**src/logic/ccr_regs.svh**
```systemverilog
// register offsets, field positions, reset values for comparator control block
`ifndef CCR_REGS_SVH
`define CCR_REGS_SVH
`define CCR_CTRL_ADDR 8'h9A
`define CCR_MODE_ADDR 8'h9C
`define CCR_MUX_ADDR 8'h9F
`define CCR_CTRL_RST 8'h00
`define CCR_MODE_RST 8'h02
`define CCR_MUX_RST 8'h00
`define CCR_ON_BIT 7
`define CCR_LEVEL_BIT 6
`define CCR_RISE_BIT 5
`define CCR_FALL_BIT 4
`define CCR_PHYS_HI 3
`define CCR_PHYS_LO 2
`define CCR_NHYS_HI 1
`define CCR_NHYS_LO 0
`define CCR_RIE_BIT 5
`define CCR_FIE_BIT 4
`define CCR_SPD_HI 1
`define CCR_SPD_LO 0
`define CCR_NSEL_HI 5
`define CCR_NSEL_LO 4
`define CCR_PSEL_HI 1
`define CCR_PSEL_LO 0
`define CCR_SPD_RST 2'h2
`endif

```
**src/logic/ccr_pkg.sv**
```systemverilog
// types shared by the comparator control block
package ccr_pkg;
    typedef logic [7:0] ccr_byte_t;
    typedef logic [1:0] ccr_sel_t;
    typedef enum logic [1:0] {
        CCR_HYS_OFF = 2'h0,
        CCR_HYS_5MV = 2'h1,
        CCR_HYS_10MV = 2'h2,
        CCR_HYS_20MV = 2'h3
    } ccr_hyst_t;
endpackage

```
**src/logic/ccr_sync.sv**
```systemverilog
// two-stage synchroniser with edge detection for the comparator level
`include "ccr_regs.svh"
module ccr_sync (
    input wire logic clk_in,
    input wire logic rst_n_in,
    input wire logic async_in,
    output logic level_out,
    output logic rise_out,
    output logic fall_out
);
    logic meta_q, meta_d;
    logic sync_q, sync_d;
    logic prev_q, prev_d;

    always_comb begin
        meta_d = async_in;
        sync_d = meta_q;
        prev_d = sync_q;
    end

    always_ff @(posedge clk_in or negedge rst_n_in) begin
        if (!rst_n_in) begin
            meta_q <= 1'b0;
            sync_q <= 1'b0;
            prev_q <= 1'b0;
        end else begin
            meta_q <= meta_d;
            sync_q <= sync_d;
            prev_q <= prev_d;
        end
    end

    assign level_out = sync_q;
    assign rise_out = sync_q & ~prev_q;
    assign fall_out = ~sync_q & prev_q;
endmodule

```
**src/logic/ccr_top.sv**
```systemverilog
// comparator 1 control/mode registers and comparator 0 input select
`include "ccr_regs.svh"
module ccr_top (
    input wire logic CLK_SYS_IN,
    input wire logic RST_N_IN,
    input wire logic [7:0] SFR_ADDR_IN,
    input wire logic SFR_WR_IN,
    input wire logic SFR_RD_IN,
    input wire ccr_pkg::ccr_byte_t SFR_WDATA_IN,
    output ccr_pkg::ccr_byte_t SFR_RDATA_OUT,
    input wire logic CMP_RAW_IN,
    output logic CMP_ON_OUT,
    output ccr_pkg::ccr_sel_t POS_HYST_SEL_OUT,
    output ccr_pkg::ccr_sel_t NEG_HYST_SEL_OUT,
    output ccr_pkg::ccr_sel_t RESPONSE_SPEED_SEL_OUT,
    output ccr_pkg::ccr_sel_t POS_INPUT_SEL_OUT,
    output ccr_pkg::ccr_sel_t NEG_INPUT_SEL_OUT,
    output logic CMP_ROUTED_OUT,
    output logic RISE_IRQ_OUT,
    output logic FALL_IRQ_OUT
);
    import ccr_pkg::*;

    logic rst_m_q, rst_s_q;
    logic rst_n;
    always_ff @(posedge CLK_SYS_IN or negedge RST_N_IN) begin
        if (!RST_N_IN) begin
            rst_m_q <= 1'b0;
            rst_s_q <= 1'b0;
        end else begin
            rst_m_q <= 1'b1;
            rst_s_q <= rst_m_q;
        end
    end
    assign rst_n = rst_s_q;

    logic cmp_level, rise_ev, fall_ev;
    ccr_sync u_sync (
        .clk_in(CLK_SYS_IN),
        .rst_n_in(rst_n),
        .async_in(CMP_RAW_IN),
        .level_out(cmp_level),
        .rise_out(rise_ev),
        .fall_out(fall_ev)
    );

    function automatic logic hit(input logic [7:0] a, input logic [7:0] base);
        hit = (a == base);
    endfunction

    logic wr_ctrl, wr_mode, wr_mux;
    always_comb begin
        wr_ctrl = 1'b0;
        wr_mode = 1'b0;
        wr_mux = 1'b0;
        if (SFR_WR_IN && hit(SFR_ADDR_IN, `CCR_CTRL_ADDR)) begin
            wr_ctrl = 1'b1;
        end else if (SFR_WR_IN && hit(SFR_ADDR_IN, `CCR_MODE_ADDR)) begin
            wr_mode = 1'b1;
        end else if (SFR_WR_IN && hit(SFR_ADDR_IN, `CCR_MUX_ADDR)) begin
            wr_mux = 1'b1;
        end
    end

    logic cmp_on_q, cmp_on_d;
    logic rise_flag_q, rise_flag_d;
    logic fall_flag_q, fall_flag_d;
    ccr_sel_t pos_hyst_q, pos_hyst_d, neg_hyst_q, neg_hyst_d;
    ccr_sel_t speed_q, speed_d, psel_q, psel_d, nsel_q, nsel_d;
    logic rise_ie_q, rise_ie_d, fall_ie_q, fall_ie_d;
    ccr_byte_t rdata_q, rdata_d;
    logic routed_q, routed_d, rirq_q, rirq_d, firq_q, firq_d;

    always_comb begin
        cmp_on_d = cmp_on_q;
        rise_flag_d = rise_flag_q;
        fall_flag_d = fall_flag_q;
        pos_hyst_d = pos_hyst_q;
        neg_hyst_d = neg_hyst_q;
        speed_d = speed_q;
        rise_ie_d = rise_ie_q;
        fall_ie_d = fall_ie_q;
        psel_d = psel_q;
        nsel_d = nsel_q;
        if (wr_ctrl) begin
            cmp_on_d = SFR_WDATA_IN[`CCR_ON_BIT];
            rise_flag_d = SFR_WDATA_IN[`CCR_RISE_BIT];
            fall_flag_d = SFR_WDATA_IN[`CCR_FALL_BIT];
            pos_hyst_d = SFR_WDATA_IN[`CCR_PHYS_HI:`CCR_PHYS_LO];
            neg_hyst_d = SFR_WDATA_IN[`CCR_NHYS_HI:`CCR_NHYS_LO];
        end
        // set after the write so an edge beats a same-cycle clear
        if (rise_ev) begin
            rise_flag_d = 1'b1;
        end
        if (fall_ev) begin
            fall_flag_d = 1'b1;
        end
        if (wr_mode) begin
            speed_d = SFR_WDATA_IN[`CCR_SPD_HI:`CCR_SPD_LO];
            rise_ie_d = SFR_WDATA_IN[`CCR_RIE_BIT];
            fall_ie_d = SFR_WDATA_IN[`CCR_FIE_BIT];
        end
        if (wr_mux) begin
            nsel_d = SFR_WDATA_IN[`CCR_NSEL_HI:`CCR_NSEL_LO];
            psel_d = SFR_WDATA_IN[`CCR_PSEL_HI:`CCR_PSEL_LO];
        end
        // gated by the enable being written, so routed output changes on the same edge as CMP_ON_OUT
        routed_d = cmp_on_d & cmp_level;
        rirq_d = rise_flag_d & rise_ie_d;
        firq_d = fall_flag_d & fall_ie_d;
    end

    always_comb begin
        rdata_d = rdata_q;
        if (SFR_RD_IN) begin
            if (hit(SFR_ADDR_IN, `CCR_CTRL_ADDR)) begin
                rdata_d = {cmp_on_q, cmp_level, rise_flag_q, fall_flag_q,
                           pos_hyst_q, neg_hyst_q};
            end else if (hit(SFR_ADDR_IN, `CCR_MODE_ADDR)) begin
                rdata_d = {2'h0, rise_ie_q, fall_ie_q, 2'h0, speed_q};
            end else if (hit(SFR_ADDR_IN, `CCR_MUX_ADDR)) begin
                rdata_d = {2'h0, nsel_q, 2'h0, psel_q};
            end else begin
                rdata_d = 8'h00;
            end
        end
    end

    always_ff @(posedge CLK_SYS_IN or negedge rst_n) begin
        if (!rst_n) begin
            cmp_on_q <= 1'b0;
            rise_flag_q <= 1'b0;
            fall_flag_q <= 1'b0;
            pos_hyst_q <= 2'h0;
            neg_hyst_q <= 2'h0;
            speed_q <= `CCR_SPD_RST;
            rise_ie_q <= 1'b0;
            fall_ie_q <= 1'b0;
            psel_q <= 2'h0;
            nsel_q <= 2'h0;
            rdata_q <= 8'h00;
            routed_q <= 1'b0;
            rirq_q <= 1'b0;
            firq_q <= 1'b0;
        end else begin
            cmp_on_q <= cmp_on_d;
            rise_flag_q <= rise_flag_d;
            fall_flag_q <= fall_flag_d;
            pos_hyst_q <= pos_hyst_d;
            neg_hyst_q <= neg_hyst_d;
            speed_q <= speed_d;
            rise_ie_q <= rise_ie_d;
            fall_ie_q <= fall_ie_d;
            psel_q <= psel_d;
            nsel_q <= nsel_d;
            rdata_q <= rdata_d;
            routed_q <= routed_d;
            rirq_q <= rirq_d;
            firq_q <= firq_d;
        end
    end

    assign SFR_RDATA_OUT = rdata_q;
    assign CMP_ON_OUT = cmp_on_q;
    assign POS_HYST_SEL_OUT = pos_hyst_q;
    assign NEG_HYST_SEL_OUT = neg_hyst_q;
    assign RESPONSE_SPEED_SEL_OUT = speed_q;
    assign POS_INPUT_SEL_OUT = psel_q;
    assign NEG_INPUT_SEL_OUT = nsel_q;
    assign CMP_ROUTED_OUT = routed_q;
    assign RISE_IRQ_OUT = rirq_q;
    assign FALL_IRQ_OUT = firq_q;
endmodule

```
**config.mk**
```make
export PLATFORM = sky130hd
export DESIGN_NAME = ccr_top
export DESIGN_NICKNAME = d
export VERILOG_FILES = /design/src/logic/ccr_pkg.sv /design/src/logic/ccr_sync.sv /design/src/logic/ccr_top.sv
export VERILOG_INCLUDE_DIRS = /design/src /design/src/logic
export SDC_FILE = /design/constraint.sdc
export NUM_CORES = 1
export LEC_CHECK = 0
export BUFFER_PORTS_ARGS = -buffer_cell sky130_fd_sc_hd__buf_4
export CAP_MARGIN = 20
export CORE_MARGIN = 8
export CORE_UTILIZATION = 43
export DETAILED_ROUTE_END_ITERATION = 12
export PLACE_DENSITY = 0.68
export SLEW_MARGIN = 20
export SYNTH_ARGS = -nofsm -noshare
export SYNTH_HDL_FRONTEND = slang
export SYNTH_SLANG_ARGS = --single-unit
export TNS_END_PERCENT = 5
```
**constraint.sdc**
```tcl
create_clock -name CLK_SYS_IN -period 1.1 [get_ports CLK_SYS_IN]
set_input_delay 0.11 -clock CLK_SYS_IN [delete_from_list [all_inputs] [get_ports CLK_SYS_IN]]
set_output_delay 0.11 -clock CLK_SYS_IN [all_outputs]
set_load 0.01 [all_outputs]
```
# ---- Word-level counts from Yosys, hierarchy flattened
# Cells that the tools add are included.
dict set report totals {
  ff_bits 31
  latchBits 0
  ram_bits 0
  mem_bits_ro 0
  in_bits 21
  elab_cells 48
  n_memories 0
}
dict set report op_classes {
  add_sub_neg 0
  n_mul 0
  div_mod_pow 0
  order_cmp 0
  n_eq_ne 3
  n_shift 0
  n_mux 16
  bitwise 7
  n_reduce_logical 3
}
# op count
set ops {}
lappend ops {{$eq A8 B8 Y1 const B} 3}
lappend ops {{$mux W1} 13}
lappend ops {{$mux W6} 2}
lappend ops {{$mux W8} 1}
lappend ops {{$and A1 B1 Y1} 5}
lappend ops {{$logic_and A1 B1 Y1} 3}
lappend ops {{$not A1 Y1} 2}

# ---- Depth between registers and ports, before layout
# Gate-level depths: netlist of the first run.
dict set report depth {
  depth_word 6
  mapped_depth 6
  mapped_depth_nobuf 4
}

# ---- Cells and area by module
# A second synthesis of the first run with hierarchy kept.
dict set report unflattened {
  hier_cells 101
  area_unflattened_um2 1346.3
}
# module n_inst cells_per_inst area_each_um2
set by_module_without_submodules {}
lappend by_module_without_submodules {ccr_top 1 96 1256.2}
lappend by_module_without_submodules {ccr_sync 1 5 90.1}

# ---- Worst setup path before layout of the first run
# No wires, ideal clock.
dict set report synth_timing {
  path_type {in2reg}
  start {input port SFR_ADDR_IN[0]}
  end {register routed_q, in the netlist CMP_ROUTED_OUT}
  setup_time_ns 0.119
  arrival_time_ns 1.290
  slack_ns -0.309
  stages 5
  n_path_buf 1
  cell_sequence {or3b_1 -> buf_6 -> nor3_4 -> mux2_2 -> and2_1}
}
dict set report synth_via {
  elab_chain_cells 5
}
# item line_no
set synth_lines {}
lappend synth_lines {{start: declaration} ccr_top.sv:6} ;# input wire logic [7:0] SFR_ADDR_IN,
lappend synth_lines {{$eq A8 B8 Y1} ccr_top.sv:48} ;# hit = (a == base);
lappend synth_lines {{$logic_and A1 B1 Y1} ccr_top.sv:56} ;# if (SFR_WR_IN && hit(SFR_ADDR_IN, `CCR_CTRL_ADDR)) begin
lappend synth_lines {{$mux W1} ccr_top.sv:56}
lappend synth_lines {{$mux W1} ccr_top.sv:85} ;# if (wr_ctrl) begin
lappend synth_lines {{named net cmp_on_d} ccr_top.sv:65} ;# logic cmp_on_q, cmp_on_d;
lappend synth_lines {{$and A1 B1 Y1} ccr_top.sv:109} ;# routed_d = cmp_on_d & cmp_level;
lappend synth_lines {{named net routed_d} ccr_top.sv:72} ;# logic routed_q, routed_d, rirq_q, rirq_d, firq_q, firq_d;
lappend synth_lines {{end signal: assignment} ccr_top.sv:158} ;# routed_q <= routed_d;
lappend synth_lines {{end: declaration} ccr_top.sv:72}
# The timed path passes the listed nets, and every way through them passes these cells.
# A chain may end at the register's enable or synchronous reset.

# ---- Final worst setup path of the first run
dict set report layout_timing {
  start {input port SFR_ADDR_IN[0]}
  end {register fall_flag_q}
}
dict set report layout_via {
  elab_chain_cells 5
}
# item line_no
set layout_lines {}
lappend layout_lines {{$eq A8 B8 Y1} ccr_top.sv:48}
lappend layout_lines {{$logic_and A1 B1 Y1} ccr_top.sv:56}
lappend layout_lines {{$mux W1} ccr_top.sv:56}
lappend layout_lines {{$mux W1} ccr_top.sv:85}
lappend layout_lines {{$mux W1} ccr_top.sv:96} ;# if (fall_ev) begin
lappend layout_lines {{named net fall_flag_d} ccr_top.sv:67} ;# logic fall_flag_q, fall_flag_d;
lappend layout_lines {{end signal: assignment} ccr_top.sv:149} ;# fall_flag_q <= fall_flag_d;
lappend layout_lines {{end: declaration} ccr_top.sv:67}
# The timed path passes the listed nets, and every way through them passes these cells.

==> reports/results.md, run 1 <==
| Step | Metric | This run |
|:---|:---|:---|
| die | Starting density of the core | 44.5% |
| cts | Clock input transition at the sequential cells of the worst setup and hold paths | 0.10 ns |
| yosys | Yosys synthesis warning count | 0 |
| pwr | Net switching power figure | 548 uW |
| worst setup path | Sum of buffers and inverters on the critical path | 2 |
| grt | Wire length of the first global-routing pass | 5380 um |
| worst setup path | Cell type with the highest occurrence count on the critical path | sky130_fd_sc_hd__buf_6 |
| cts | Worst-skew pair later-pin latency | 0.33 ns |
| yosys | Compound-Gate Fraction of Synth Area | 14.7% |
| place | DP Wirelength | 2590 um |
| die | Die Ht | 72.0 um |
| routing | Detailed-route DRC error count | 0 |
| place | # port buffers | 41 |
| place | Number of placed instances, taps included | 198 |
| pwr | Seq pwr share | 46.5% |
| yosys | EDFF count, synth | 0 |
| worst setup path | Cell family with most CP delay | simple AND/OR/NAND/NOR gates |
| grt | Number of global-route vias before repair | 1108 |
| finish | Area taken by flip-flops and latches | 777 um2 |
| finish | Final cell count without fillers | 213 |
| worst setup path | Critical Path Sink Type | register |
| yosys | Yosys top cell by area | sky130_fd_sc_hd__dfrtp_1 |
| yosys | Synth Area in Adders | 0% |
| yosys | Number of cells produced by synthesis | 100 |
| die | Number of I/O pins | 43 |
| pwr | Static leakage power | 0.00104 uW |
| finish | Antenna Diode Count | 0 |
| pwr | Maximum vdd ir drop | 0.00107 V |
| finish | Number of nets in the layout | 189 |
| finish | Fraction of final layout cells sized beyond drive strength 1 | 54.4% |
| sta | Post-layout minimum cycle time | 1.11 ns |
| place | Final RePlAce weighted congestion | 0.809 |
| yosys | Xor/xnor share of the synthesized area | 0% |
| grt | Maximum number of pins on one net before global-route repair | 23 |
| finish | Layout area overhead | 53.2% |
| yosys | Simple-gate portion of the synthesized area | 12.9% |
| yosys | Async set-or-reset flop fraction in the synthesized netlist | 100% |
| routing | Uppermost layer routed | met4 |
| sta | Slew Limit Fails | 0 |
| yosys | Post-synth top flop | sky130_fd_sc_hd__dfrtp_1 |
| sta | Hold violation total from the final report | 0 |
| routing | DR WL met2 | 1670 um |
| yosys | Syn_nets | 121 |
| pwr | Combinational share of power | 11.2% |
| yosys | Top post-synthesis cells by area | sky130_fd_sc_hd__dfrtp_1 (56%), sky130_fd_sc_hd__mux2_2 (11%), sky130_fd_sc_hd__o32ai_1 (3.9%) |
| status | Violations in the final reports | setup timing |
| cts | Number of levels in the clock H-tree | 2 |
| die | Area of the placeable core | 3030 um2 |
| yosys | Unique cell type count in the Yosys netlist | 23 |
| yosys | Seq cells post-synth | 31 |
| routing | Number of design-rule violations left by the first detailed-router iteration | 43 |
| routing | Post-Route M1 WL | 1330 um |
| cts | Largest buffer count on any clock path | 2 |
| routing | Vias/cell | 4.95 |
| yosys | Proportion of synthesized chip area in sequential cells | 57.7% |
| yosys | Commonest cells in the synthesized netlist | sky130_fd_sc_hd__dfrtp_1 (30), sky130_fd_sc_hd__mux2_2 (13), sky130_fd_sc_hd__nor2_1 (8), sky130_fd_sc_hd__inv_1 (7), sky130_fd_sc_hd__o32ai_1 (6) |
| yosys | Main combinational cell family by area after synthesis | compound AO/OA/AOI/OAI gates |
| worst setup path | Worst Setup Path Type | in -> reg |
| status | Result of the run | finished, violations left |
| grt | Number of antenna violations at the first check in global routing | 0 |
| cts | Number of buffers inserted during clock tree synthesis | 5 |
| min path | Hold/Removal Path Class | in -> reg |
| routing | Mean routed wirelength per cell | 15.2 um |
| yosys | Syn Std Cell Area | 1350 um2 |
| yosys | Multiplexer share of the synthesized area | 10.9% |
| pwr | Switching part of the total power | 21.0% |
| routing | Total number of vias | 1055 |
| sta | Setup Viol. Count Final | 5 |
| cts | # clock sinks | 31 |
| worst setup path | Critical path required time | 1.32 ns |
| pwr | Cell Int Power | 2060 uW |
| routing | Detailed route wirelength on metal3 | 159 um |
| pwr | Power Total | 2600 uW |
| routing | Number of detailed-routing iterations run before antenna repair | 4 |
| finish | Filler cell count in the final layout | 218 |
| run | Maximum capacitance violations | 0 |
| die | Area enclosed by the die boundary | 5180 um2 |
| yosys | Yosys top cell area share | 55.7% |
| worst setup path | Arrival time of data at the critical path endpoint | 1.33 ns |
| yosys | Cell with the most instances after synthesis | sky130_fd_sc_hd__dfrtp_1 |
| routing | Number of nets still failing antenna checks after routing | 0 |
| die | Rows | 20 |
| worst setup path | Ordered cell list for the critical path | buf_6 > or3b_4 > nor3_4 > buf_6 > nor2b_1 > a211o_2 |
| finish | Finished Core Util | 68.2% |
| worst setup path | Crit path max fanout | 7 |
| finish | Area of combinational cells with multiple inputs | 562 um2 |
| yosys | Average cell area after synthesis | 13.5 um2 |
| sta | Tcrit/Tclk final | 101% |
| pwr | Part of the power in the clock network | 42.4% |
| die | Die width | 72.0 um |
| sta | Setup repair after global routing missed its margin | yes |
| grt | Total track usage | 13.5% |
| worst setup path | CP max-delay cell | sky130_fd_sc_hd__or3b_4 |
| cts | CTS tree | yes |
| worst setup path | Peak per-stage delay on the critical path | 0.40 ns |
| sta | F_max | 903 MHz |
| cts | CTS root buffer | sky130_fd_sc_hd__clkbuf_4 |
| sta | Clock skew after layout | 0.00648 ns |
| sta | Setup WS post-layout | -0.00748 ns |
| routing | Routed wire length | 3240 um |
| worst setup path | Startpoint types | input pin |
| pwr | Power density of the placed cells | 1260 nW/um2 |
| grt | Congestion Overflow GR | 0 |
[routing by layer]
layer / GRT usage, % / up-vias
li1: - / 502
met1: 14.5 / 517
met2: 22.6 / 27
met3: 4.27 / 9
met4: 8.84 / 0
met5: 0 / -
[kinds of logic (layout without fill, tap and decap cells)]
group	count (synthesis)	count (layout)
AO/OA/AOI/OAI	22	22
buffers and inverters	9	78
flip-flops	31	31
multiplexers	13	13
other	1	1
AND/OR/NAND/NOR	24	24
[layout by cell type (no fill, tap or decap), drive strengths merged, types with 2 or more instances in the layout]
master and n:
a211o 2, a21o 4, a221oi 2, a22o 4
a22oi 4, and2 2, buf 57, bufinv 2
clkbuf 5, dfrtp 30, dlygate4sd3 6, inv 7
mux2 13, nand2 3, nor2 8, nor2b 4
nor3 2, nor3b 2, o32ai 6
[state kept, by name, indices dropped and copies added, names as in the netlist]
signal,flops
POS_HYST_SEL_OUT,2
RISE_IRQ_OUT,1
CMP_ROUTED_OUT,1
u_sync.level_out,1
NEG_HYST_SEL_OUT,2
CMP_ON_OUT,1
NEG_INPUT_SEL_OUT,2
rise_flag_q,1
POS_INPUT_SEL_OUT,2
fall_ie_q,1
rst_n,1
u_sync.meta_q,1
RESPONSE_SPEED_SEL_OUT,2
rst_m_q,1
FALL_IRQ_OUT,1
SFR_RDATA_OUT,8
u_sync.prev_q,1
fall_flag_q,1
rise_ie_q,1
[final timing paths]
path | startpoint | cells after the start | to | slack [ns]
setup / recovery | SFR_ADDR_IN[0] | 6 | fall_flag_q$_DFF_PN0_ | -0.007
hold / removal | SFR_WDATA_IN[1] | 2 | NEG_HYST_SEL_OUT[1]$_DFFE_PN0N_ | 0.03
setup reg to reg | u_sync.level_out$_DFF_PN0_ | 3 | FALL_IRQ_OUT$_DFF_PN0_ | -0.007
hold reg to reg | rst_n$_DFF_PN0_ | 0 | POS_INPUT_SEL_OUT[0]$_DFFE_PN0P_ | 0.15
max in group asynchronous | rst_n$_DFF_PN0_ | 1 | SFR_RDATA_OUT[0]$_DFFE_PN0P_ | 0.53
min in group asynchronous | RST_N_IN | 2 | rst_n$_DFF_PN0_ | 0.08
[per-stage QoR]
| stage | hold slack (ns) | cell area [um2] | worst slack, ns | TNS, ns |
|---|---|---|---|---|
| after global placement | -0.108 | 1830 | -0.413 | -7.22 |
| final | 0.0293 | 2060 | -0.00748 | -0.0201 |
| after global routing | 0.0149 | 2060 | -0.0480 | -0.150 |
| after floorplan | -0.186 | 1350 | -0.309 | -3.67 |
| after CTS | 0.0000967 | 2020 | -0.0378 | -0.210 |
| after detailed placement | -0.106 | 1830 | -0.427 | -8.06 |
[timing repair]
action	in CTS	in global routing
gates resized for setup	13	4
setup endpoints to repair	10	16
hold buffers	3	3
pin swaps	4	3
buffers inserted	1	0
hold endpoints to repair	4	3
[final cells by class]
cell class / instances / share of cell area [%]
Timing Repair Buffer: 63 / 26.1
Sequential cell: 31 / 37.6
Clock buffer: 5 / 1.82
Multi-Input combinational cell: 60 / 27.2
Inverter: 7 / 1.27
Clock inverter: 3 / 3.27
Tap cell: 44 / 2.67
[power by group through the flow]
| stage | Sequential (uW) | Combinational (uW) | Clock, uW |
|---|---|---|---|
| detailed placement | 1230 | 261 | 0 |
| global route | 1220 | 315 | 1180 |
| CTS | 1210 | 286 | 1130 |
| floorplan | 1250 | 80.7 | 0 |
| finish | 1210 | 291 | 1100 |
| global placement | 1230 | 255 | 0 |
Power figures use the tool's default switching activity.
==> run 2: changes to the inputs <==
--- a/config.mk
+++ b/config.mk
@@ -8,6 +8,7 @@
 export LEC_CHECK = 0
 export BUFFER_PORTS_ARGS = -buffer_cell sky130_fd_sc_hd__buf_4
 export CAP_MARGIN = 20
+export CORE_ASPECT_RATIO = 0.9
 export CORE_MARGIN = 8
 export CORE_UTILIZATION = 43
 export DETAILED_ROUTE_END_ITERATION = 12
==> reports/results.md, run 2 (synthesized netlist as in run 1, its figures left out) <==
| Step | Metric | This run | Delta |
|:---|:---|:---|:---|
| grt | Number of global-route vias before repair | 1134 | +2.3% |
| worst setup path | Arrival time of data at the critical path endpoint | 0.99 ns | -0.34 ns |
| place | DP Wirelength | 2540 um | -2.0% |
| finish | Top library cells by usage in the layout, fill and taps aside | sky130_fd_sc_hd__buf_4 (51), sky130_fd_sc_hd__dfrtp_1 (30), sky130_fd_sc_hd__mux2_2 (10) |  |
| pwr | Static leakage power | 0.00101 uW | -2.6% |
| status | Violations in the final reports | setup timing |  |
| min path | Hold/Removal Path Class | in -> reg |  |
| die | Rows | 19 | -5.0% |
| sta | Setup repair after global routing missed its margin | yes |  |
| grt | Maximum number of pins on one net before global-route repair | 30 | +30% |
| cts | Number of levels in the clock H-tree | 2 | unchanged |
| sta | Slew Limit Fails | 0 | unchanged |
| status | Result of the run | finished, violations left |  |
| finish | Number of nets in the layout | 188 | -0.53% |
| die | Area enclosed by the die boundary | 5180 um2 | about the same |
| sta | Setup TNS Final | -0.00166 ns | +0.0184 ns |
| sta | Post-layout minimum cycle time | 1.10 ns | -0.00582 ns |
| worst setup path | Ordered cell list for the critical path | buf_6 |  |
| pwr | Maximum vdd ir drop | 0.000729 V | -32% |
| grt | Congestion Overflow GR | 0 | unchanged |
| pwr | Combinational share of power | 12.7% | +1.5 points |
| grt | Wire length of the first global-routing pass | 5600 um | +4.0% |
| die | Number of I/O pins | 43 | unchanged |
| place | Placement Setup Slack | -0.397 ns | +0.0292 ns |
| finish | Final cell count without fillers | 210 | -1.4% |
| grt | Total track usage | 14.1% | +0.59 points |
| worst setup path | Cell family with most CP delay | flip-flops |  |
| finish | Filler cell count in the final layout | 253 | +16% |
| pwr | Cell Int Power | 1710 uW | -17% |
| sta | Setup Viol. Count Final | 1 | -4 |
| finish | Commonest non-fill, non-tap cell in the layout | sky130_fd_sc_hd__buf_4 |  |
| die | Die width | 75.0 um | +4.2% |
| routing | Detailed-route DRC error count | 0 | unchanged |
| die | Die Ht | 69.1 um | -4.0% |
| finish | Antenna Diode Count | 0 | unchanged |
| sta | Hold violation total from the final report | 0 | unchanged |
| finish | Layout area overhead | 47.0% |  |
| cts | Clock input transition at the sequential cells of the worst setup and hold paths | 0.10 ns | about the same |
| place | Final RePlAce weighted congestion | 0.888 | +9.7% |
| pwr | Seq pwr share | 53.5% | +7.0 points |
| pwr | Net switching power figure | 538 uW | -1.8% |
| sta | F_max | 908 MHz | +0.53% |
| worst setup path | Crit path max fanout | 3 | -4 |
| pwr | Power density of the placed cells | 1140 nW/um2 | -9.9% |
| routing | Routed wire length | 3280 um | +1.3% |
| place | # port buffers | 41 | unchanged |
| worst setup path | Critical path required time | 0.99 ns | -0.33 ns |
| sta | Tcrit/Tclk final | 100% | -0.53 points |
| pwr | Part of the power in the clock network | 33.8% | -8.6 points |
| cts | CTS tree | yes |  |
| cts | # clock sinks | 31 | unchanged |
| pwr | Switching part of the total power | 23.9% | +2.9 points |
| routing | Number of design-rule violations left by the first detailed-router iteration | 47 | +9.3% |
| sta | Setup WS post-layout | -0.00166 ns | +0.00582 ns |
| sta | Clock skew after layout | 0.00650 ns | +0.0000174 ns |
| cts | Worst-skew pair later-pin latency | 0.32 ns | about the same |
| worst setup path | CP max-delay cell | sky130_fd_sc_hd__dfstp_2 |  |
| worst setup path | Peak per-stage delay on the critical path | 0.56 ns | +0.16 ns |
| finish | Number of flip-flops in the largest register | 8 | unchanged |
| routing | Number of nets still failing antenna checks after routing | 0 | unchanged |
| worst setup path | Startpoint types | register |  |
| cts | Number of buffers inserted during clock tree synthesis | 5 | unchanged |
| finish | Finished Core Util | 65.6% | -2.6 points |
| worst setup path | Critical Path Sink Type | output port |  |
| routing | Total number of vias | 1042 | -1.2% |
| worst setup path | Sum of buffers and inverters on the critical path | 1 | -1 |
| place | Number of placed instances, taps included | 197 | -0.51% |
| cts | Largest buffer count on any clock path | 2 | unchanged |
| pwr | Power Total | 2250 uW | -14% |
| grt | Number of antenna violations at the first check in global routing | 0 | unchanged |
| die | Starting density of the core | 44.6% | +0.13 points |
| cts | CTS root buffer | sky130_fd_sc_hd__clkbuf_4 |  |
| finish | Fraction of final layout cells sized beyond drive strength 1 | 53.6% | -0.87 points |
| routing | Mean routed wirelength per cell | 15.6 um | +2.8% |
| run | Maximum capacitance violations | 0 | unchanged |
| routing | Vias/cell | 4.96 | +0.18% |
| worst setup path | Worst Setup Path Type | reg -> out |  |
| die | Area of the placeable core | 3020 um2 | -0.29% |
| routing | Number of detailed-routing iterations run before antenna repair | 4 | unchanged |
[run 2: final timing paths]
check,startpoint,cells after the start,endpoint,slack [ns]
setup reg to reg,POS_INPUT_SEL_OUT[1]$_DFFE_PN0P_,3,SFR_RDATA_OUT[1]$_DFFE_PN0P_,0.02
min in group asynchronous,RST_N_IN,2,rst_m_q$_DFF_PN0_,0.09
hold / removal,SFR_WDATA_IN[7],2,CMP_ON_OUT$_DFF_PN0_,0.02
setup / recovery,RESPONSE_SPEED_SEL_OUT[1]$_DFFE_PN1N_,1,RESPONSE_SPEED_SEL_OUT[1],-0.002
hold reg to reg,rst_n$_DFF_PN0_,1,SFR_RDATA_OUT[5]$_DFFE_PN0P_,0.24
max in group asynchronous,rst_n$_DFF_PN0_,1,RESPONSE_SPEED_SEL_OUT[1]$_DFFE_PN1N_,0.63
[run 2: area by class of cell]
class	count	area (um2)	area share [%]
Sequential cell	31	777	39.2
Clock inverter	1	7.51	0.379
Clock buffer	7	65.1	3.28
Multi-Input combinational cell	60	543	27.4
Inverter	7	26.3	1.33
Tap cell	42	52.6	2.65
Timing Repair Buffer	62	509	25.7
[run 2: timing repair]
item,CTS,global route
buffers inserted,0,0
hold buffers,5,0
endpoints found under the hold margin,9,0
pin swaps,4,1
resized for setup,9,1
setup endpoints to repair,5,12
[run 2: routing by layer]
metal  up-vias  track usage [%]  wire length [um]  share of wire, %
li1        496                -                 -                 -
met1       525             16.5              1330                41
met2        19             23.3              1750                53
met3         2             4.05               175               5.3
met4         0             5.22                27              0.82
met5         -                0                 0                 0
[run 2: through the flow]
step                      instance area (um2)  hold slack, ns
final                                    1980          0.0232
after detailed placement                 1820          -0.105
after floorplan                          1350          -0.186
after global placement                   1820          -0.108
after CTS                                1970         0.00235
after global routing                     1980         0.00290
[run 2: power groups by stage]
stage	Sequential [uW]	Combinational (uW)	Clock (uW)
finish	1200	285	761
global route	1210	311	837
CTS	1210	287	797
detailed placement	1230	263	0
global placement	1230	257	0
floorplan	1250	80.7	0
==> run 3: changes to the inputs <==
--- a/config.mk
+++ b/config.mk
@@ -13,6 +13,7 @@
 export CORE_UTILIZATION = 43
 export DETAILED_ROUTE_END_ITERATION = 12
 export PLACE_DENSITY = 0.68
+export REMOVE_ABC_BUFFERS = 1
 export SLEW_MARGIN = 20
 export SYNTH_ARGS = -nofsm -noshare
 export SYNTH_HDL_FRONTEND = slang
==> reports/results.md, run 3 (synthesized netlist as in run 1, its figures left out) <==
| Step | Metric | This run | Delta |
|:---|:---|:---|:---|
| finish | Layout Cell Area excl Fill | 2000 um2 | +0.88% |
| cts | CTS root buffer | sky130_fd_sc_hd__clkbuf_4 |  |
| pwr | Power Total | 2120 uW | -5.8% |
| routing | Detailed-route DRC error count | 0 | unchanged |
| finish | Number of flip-flops in the largest register | 8 | unchanged |
| grt | Number of antenna violations at the first check in global routing | 0 | unchanged |
| cts | CTS tree | yes |  |
| routing | DR WL met2 | 1690 um | -3.3% |
| finish | Top library cells by usage in the layout, fill and taps aside | sky130_fd_sc_hd__buf_4 (53), sky130_fd_sc_hd__dfrtp_1 (30), sky130_fd_sc_hd__mux2_2 (8), sky130_fd_sc_hd__nor2_1 (8), sky130_fd_sc_hd__inv_1 (7) |  |
| status | Violations in the final reports | setup timing |  |
| sta | Slew Limit Fails | 0 | unchanged |
| routing | Vias/cell | 5.09 | +2.7% |
| routing | Number of nets still failing antenna checks after routing | 0 | unchanged |
| cts | Number of levels in the clock H-tree | 2 | unchanged |
| routing | Number of detailed-routing iterations run before antenna repair | 4 | unchanged |
| finish | Number of nets in the layout | 190 | +1.1% |
| worst setup path | Setup slack of the worst register-to-register path | 0.06 ns | +0.04 ns |
| sta | Hold violation total from the final report | 0 | unchanged |
| pwr | Net switching power figure | 524 uW | -2.7% |
| place | Cell Area, Placed | 1830 um2 | +0.69% |
| pwr | Switching part of the total power | 24.7% | +0.78 points |
| routing | Mean routed wirelength per cell | 17.1 um | +9.6% |
| cts | Number of buffers inserted during clock tree synthesis | 5 | unchanged |
| sta | Setup Viol. Count Final | 1 | unchanged |
| worst setup path | Crit path max fanout | 6 | +3 |
| sta | Setup WS post-layout | -0.00374 ns | -0.00208 ns |
| cts | # clock sinks | 31 | unchanged |
| finish | Area taken by flip-flops and latches | 777 um2 | unchanged |
| grt | Total track usage | 15.3% | +1.1 points |
| min path | HP Start | SFR_WDATA_IN[7] |  |
| sta | Tcrit/Tclk final | 100% | +0.19 points |
| place | # port buffers | 41 | unchanged |
| die | Starting density of the core | 44.6% | unchanged |
| finish | Commonest non-fill, non-tap cell in the layout | sky130_fd_sc_hd__buf_4 |  |
| sta | F_max | 906 MHz | -0.19% |
| die | Number of I/O pins | 43 | unchanged |
| finish | Area of combinational cells with multiple inputs | 554 um2 | +2.1% |
| sta | Worst hold-check slack | 0.0294 ns | +0.00622 ns |
| cts | Clock input transition at the sequential cells of the worst setup and hold paths | 0.09 ns | about the same |
| routing | Uppermost layer routed | met4 |  |
| sta | Post-layout minimum cycle time | 1.10 ns | +0.00208 ns |
| finish | Final cell count without fillers | 212 | +0.95% |
| worst setup path | Reg-to-Reg Start | u_sync.prev_q$_DFF_PN0_ |  |
| finish | Fraction of final layout cells sized beyond drive strength 1 | 53.5% | about the same |
| place | DP Wirelength | 2640 um | +4.0% |
| grt | Number of global-route vias before repair | 1220 | +7.6% |
| cts | Largest buffer count on any clock path | 2 | unchanged |
| worst setup path | Worst setup startpoint | SFR_ADDR_IN[0] |  |
| pwr | Part of the power in the clock network | 29.1% | -4.7 points |
| routing | Routed wire length | 3630 um | +11% |
| sta | Clock skew after layout | 0.00607 ns | -0.000434 ns |
| pwr | Combinational share of power | 14.1% | +1.4 points |
| pwr | Power density of the placed cells | 1060 nW/um2 | -6.6% |
| worst setup path | Worst Setup Path Type | in -> reg |  |
| routing | Post-Route M1 WL | 1470 um | +10% |
| worst setup path | Critical Path Sink Type | register |  |
| die | Area enclosed by the die boundary | 5180 um2 | unchanged |
| grt | Congestion Overflow GR | 0 | unchanged |
| routing | Detailed route wirelength on metal3 | 406 um | +130% |
| sta | Setup repair after global routing missed its margin | yes |  |
| die | Rows | 19 | unchanged |
| finish | Antenna Diode Count | 0 | unchanged |
| finish | Layout area overhead | 48.3% |  |
| min path | Hold/Removal Path Class | in -> reg |  |
| grt | Wire length of the first global-routing pass | 5950 um | +6.3% |
| cts | Worst-skew pair later-pin latency | 0.33 ns | about the same |
| worst setup path | Critical path required time | 1.32 ns | +0.33 ns |
| status | Result of the run | finished, violations left |  |
| pwr | Seq pwr share | 56.9% | +3.4 points |
| routing | Total number of vias | 1080 | +3.6% |
| place | Placement Setup Slack | -0.416 ns | -0.0191 ns |
| routing | Number of design-rule violations left by the first detailed-router iteration | 42 | -11% |
| finish | Filler cell count in the final layout | 239 | -5.5% |
| grt | Maximum number of pins on one net before global-route repair | 30 | unchanged |
| worst setup path | Arrival time of data at the critical path endpoint | 1.33 ns | +0.34 ns |
| die | Die width | 75.0 um | unchanged |
| place | Final RePlAce weighted congestion | 0.850 | -4.3% |
| pwr | Static leakage power | 0.00102 uW | +1.0% |
| run | Maximum capacitance violations | 0 | unchanged |
| pwr | Maximum vdd ir drop | 0.000890 V | +22% |
| die | Area of the placeable core | 3020 um2 | unchanged |
| place | Number of placed instances, taps included | 197 | unchanged |
| die | Die Ht | 69.1 um | unchanged |
| pwr | Cell Int Power | 1600 uW | -6.7% |
| worst setup path | Startpoint types | input pin |  |
[run 3: layer usage]
layer	vias to the layer above	GRT usage [%]
met3	7	6.07
met5	-	0
met1	527	18.1
met4	0	8.26
li1	499	-
met2	47	22.6
[run 3: worst paths after layout]
path / cells past startpoint / end
min in group asynchronous: 2 / rst_n$_DFF_PN0_
worst max register to register: 3 / FALL_IRQ_OUT$_DFF_PN0_
worst min register to register: 1 / FALL_IRQ_OUT$_DFF_PN0_
worst min-delay path: 2 / CMP_ON_OUT$_DFF_PN0_
max in group asynchronous: 1 / RESPONSE_SPEED_SEL_OUT[1]$_DFFE_PN1N_
worst max-delay path: 6 / fall_flag_q$_DFF_PN0_
[run 3: cell type report]
type | instances | area share, %
clock buffers | 7 | 2.25
clock inverters | 1 | 0.250
inverters | 7 | 1.31
multi-input cells | 60 | 27.7
flip-flops and latches | 31 | 38.9
well taps | 42 | 2.63
repair buffers | 64 | 26.9
[run 3: worst max-delay path, stage by stage]
cell                      delay, ns
sky130_fd_sc_hd__buf_4         0.11
sky130_fd_sc_hd__or3b_4        0.38
sky130_fd_sc_hd__nor3_4        0.23
sky130_fd_sc_hd__buf_6         0.17
sky130_fd_sc_hd__nor2b_1       0.05
sky130_fd_sc_hd__a211o_2       0.26
[run 3: what timing repair did]
action                                  in CTS  in global routing
buffers inserted                             3                  0
endpoints found under the setup margin      11                 16
hold buffers                                 4                  0
hold endpoints to repair                     5                  0
gates resized for setup                     12                  2
pin swaps                                    4                  1
[run 3: per-stage QoR]
stage | TNS, ns | utilization, %
floorplan | -4.89 | -
global placement | -7.62 | 60.6
detailed placement | -8.19 | 60.6
CTS | -0.219 | 65.8
global route | -0.0661 | 66.2
finish | -0.00374 | 66.2
[run 3: power by group through the flow]
stage                     Clock, uW  Combinational [uW]  Sequential, uW
after floorplan                   0                77.5            1250
after global placement            0                 262            1230
after detailed placement          0                 269            1230
after CTS                       655                 297            1210
after global routing            710                 323            1210
final                           617                 298            1210
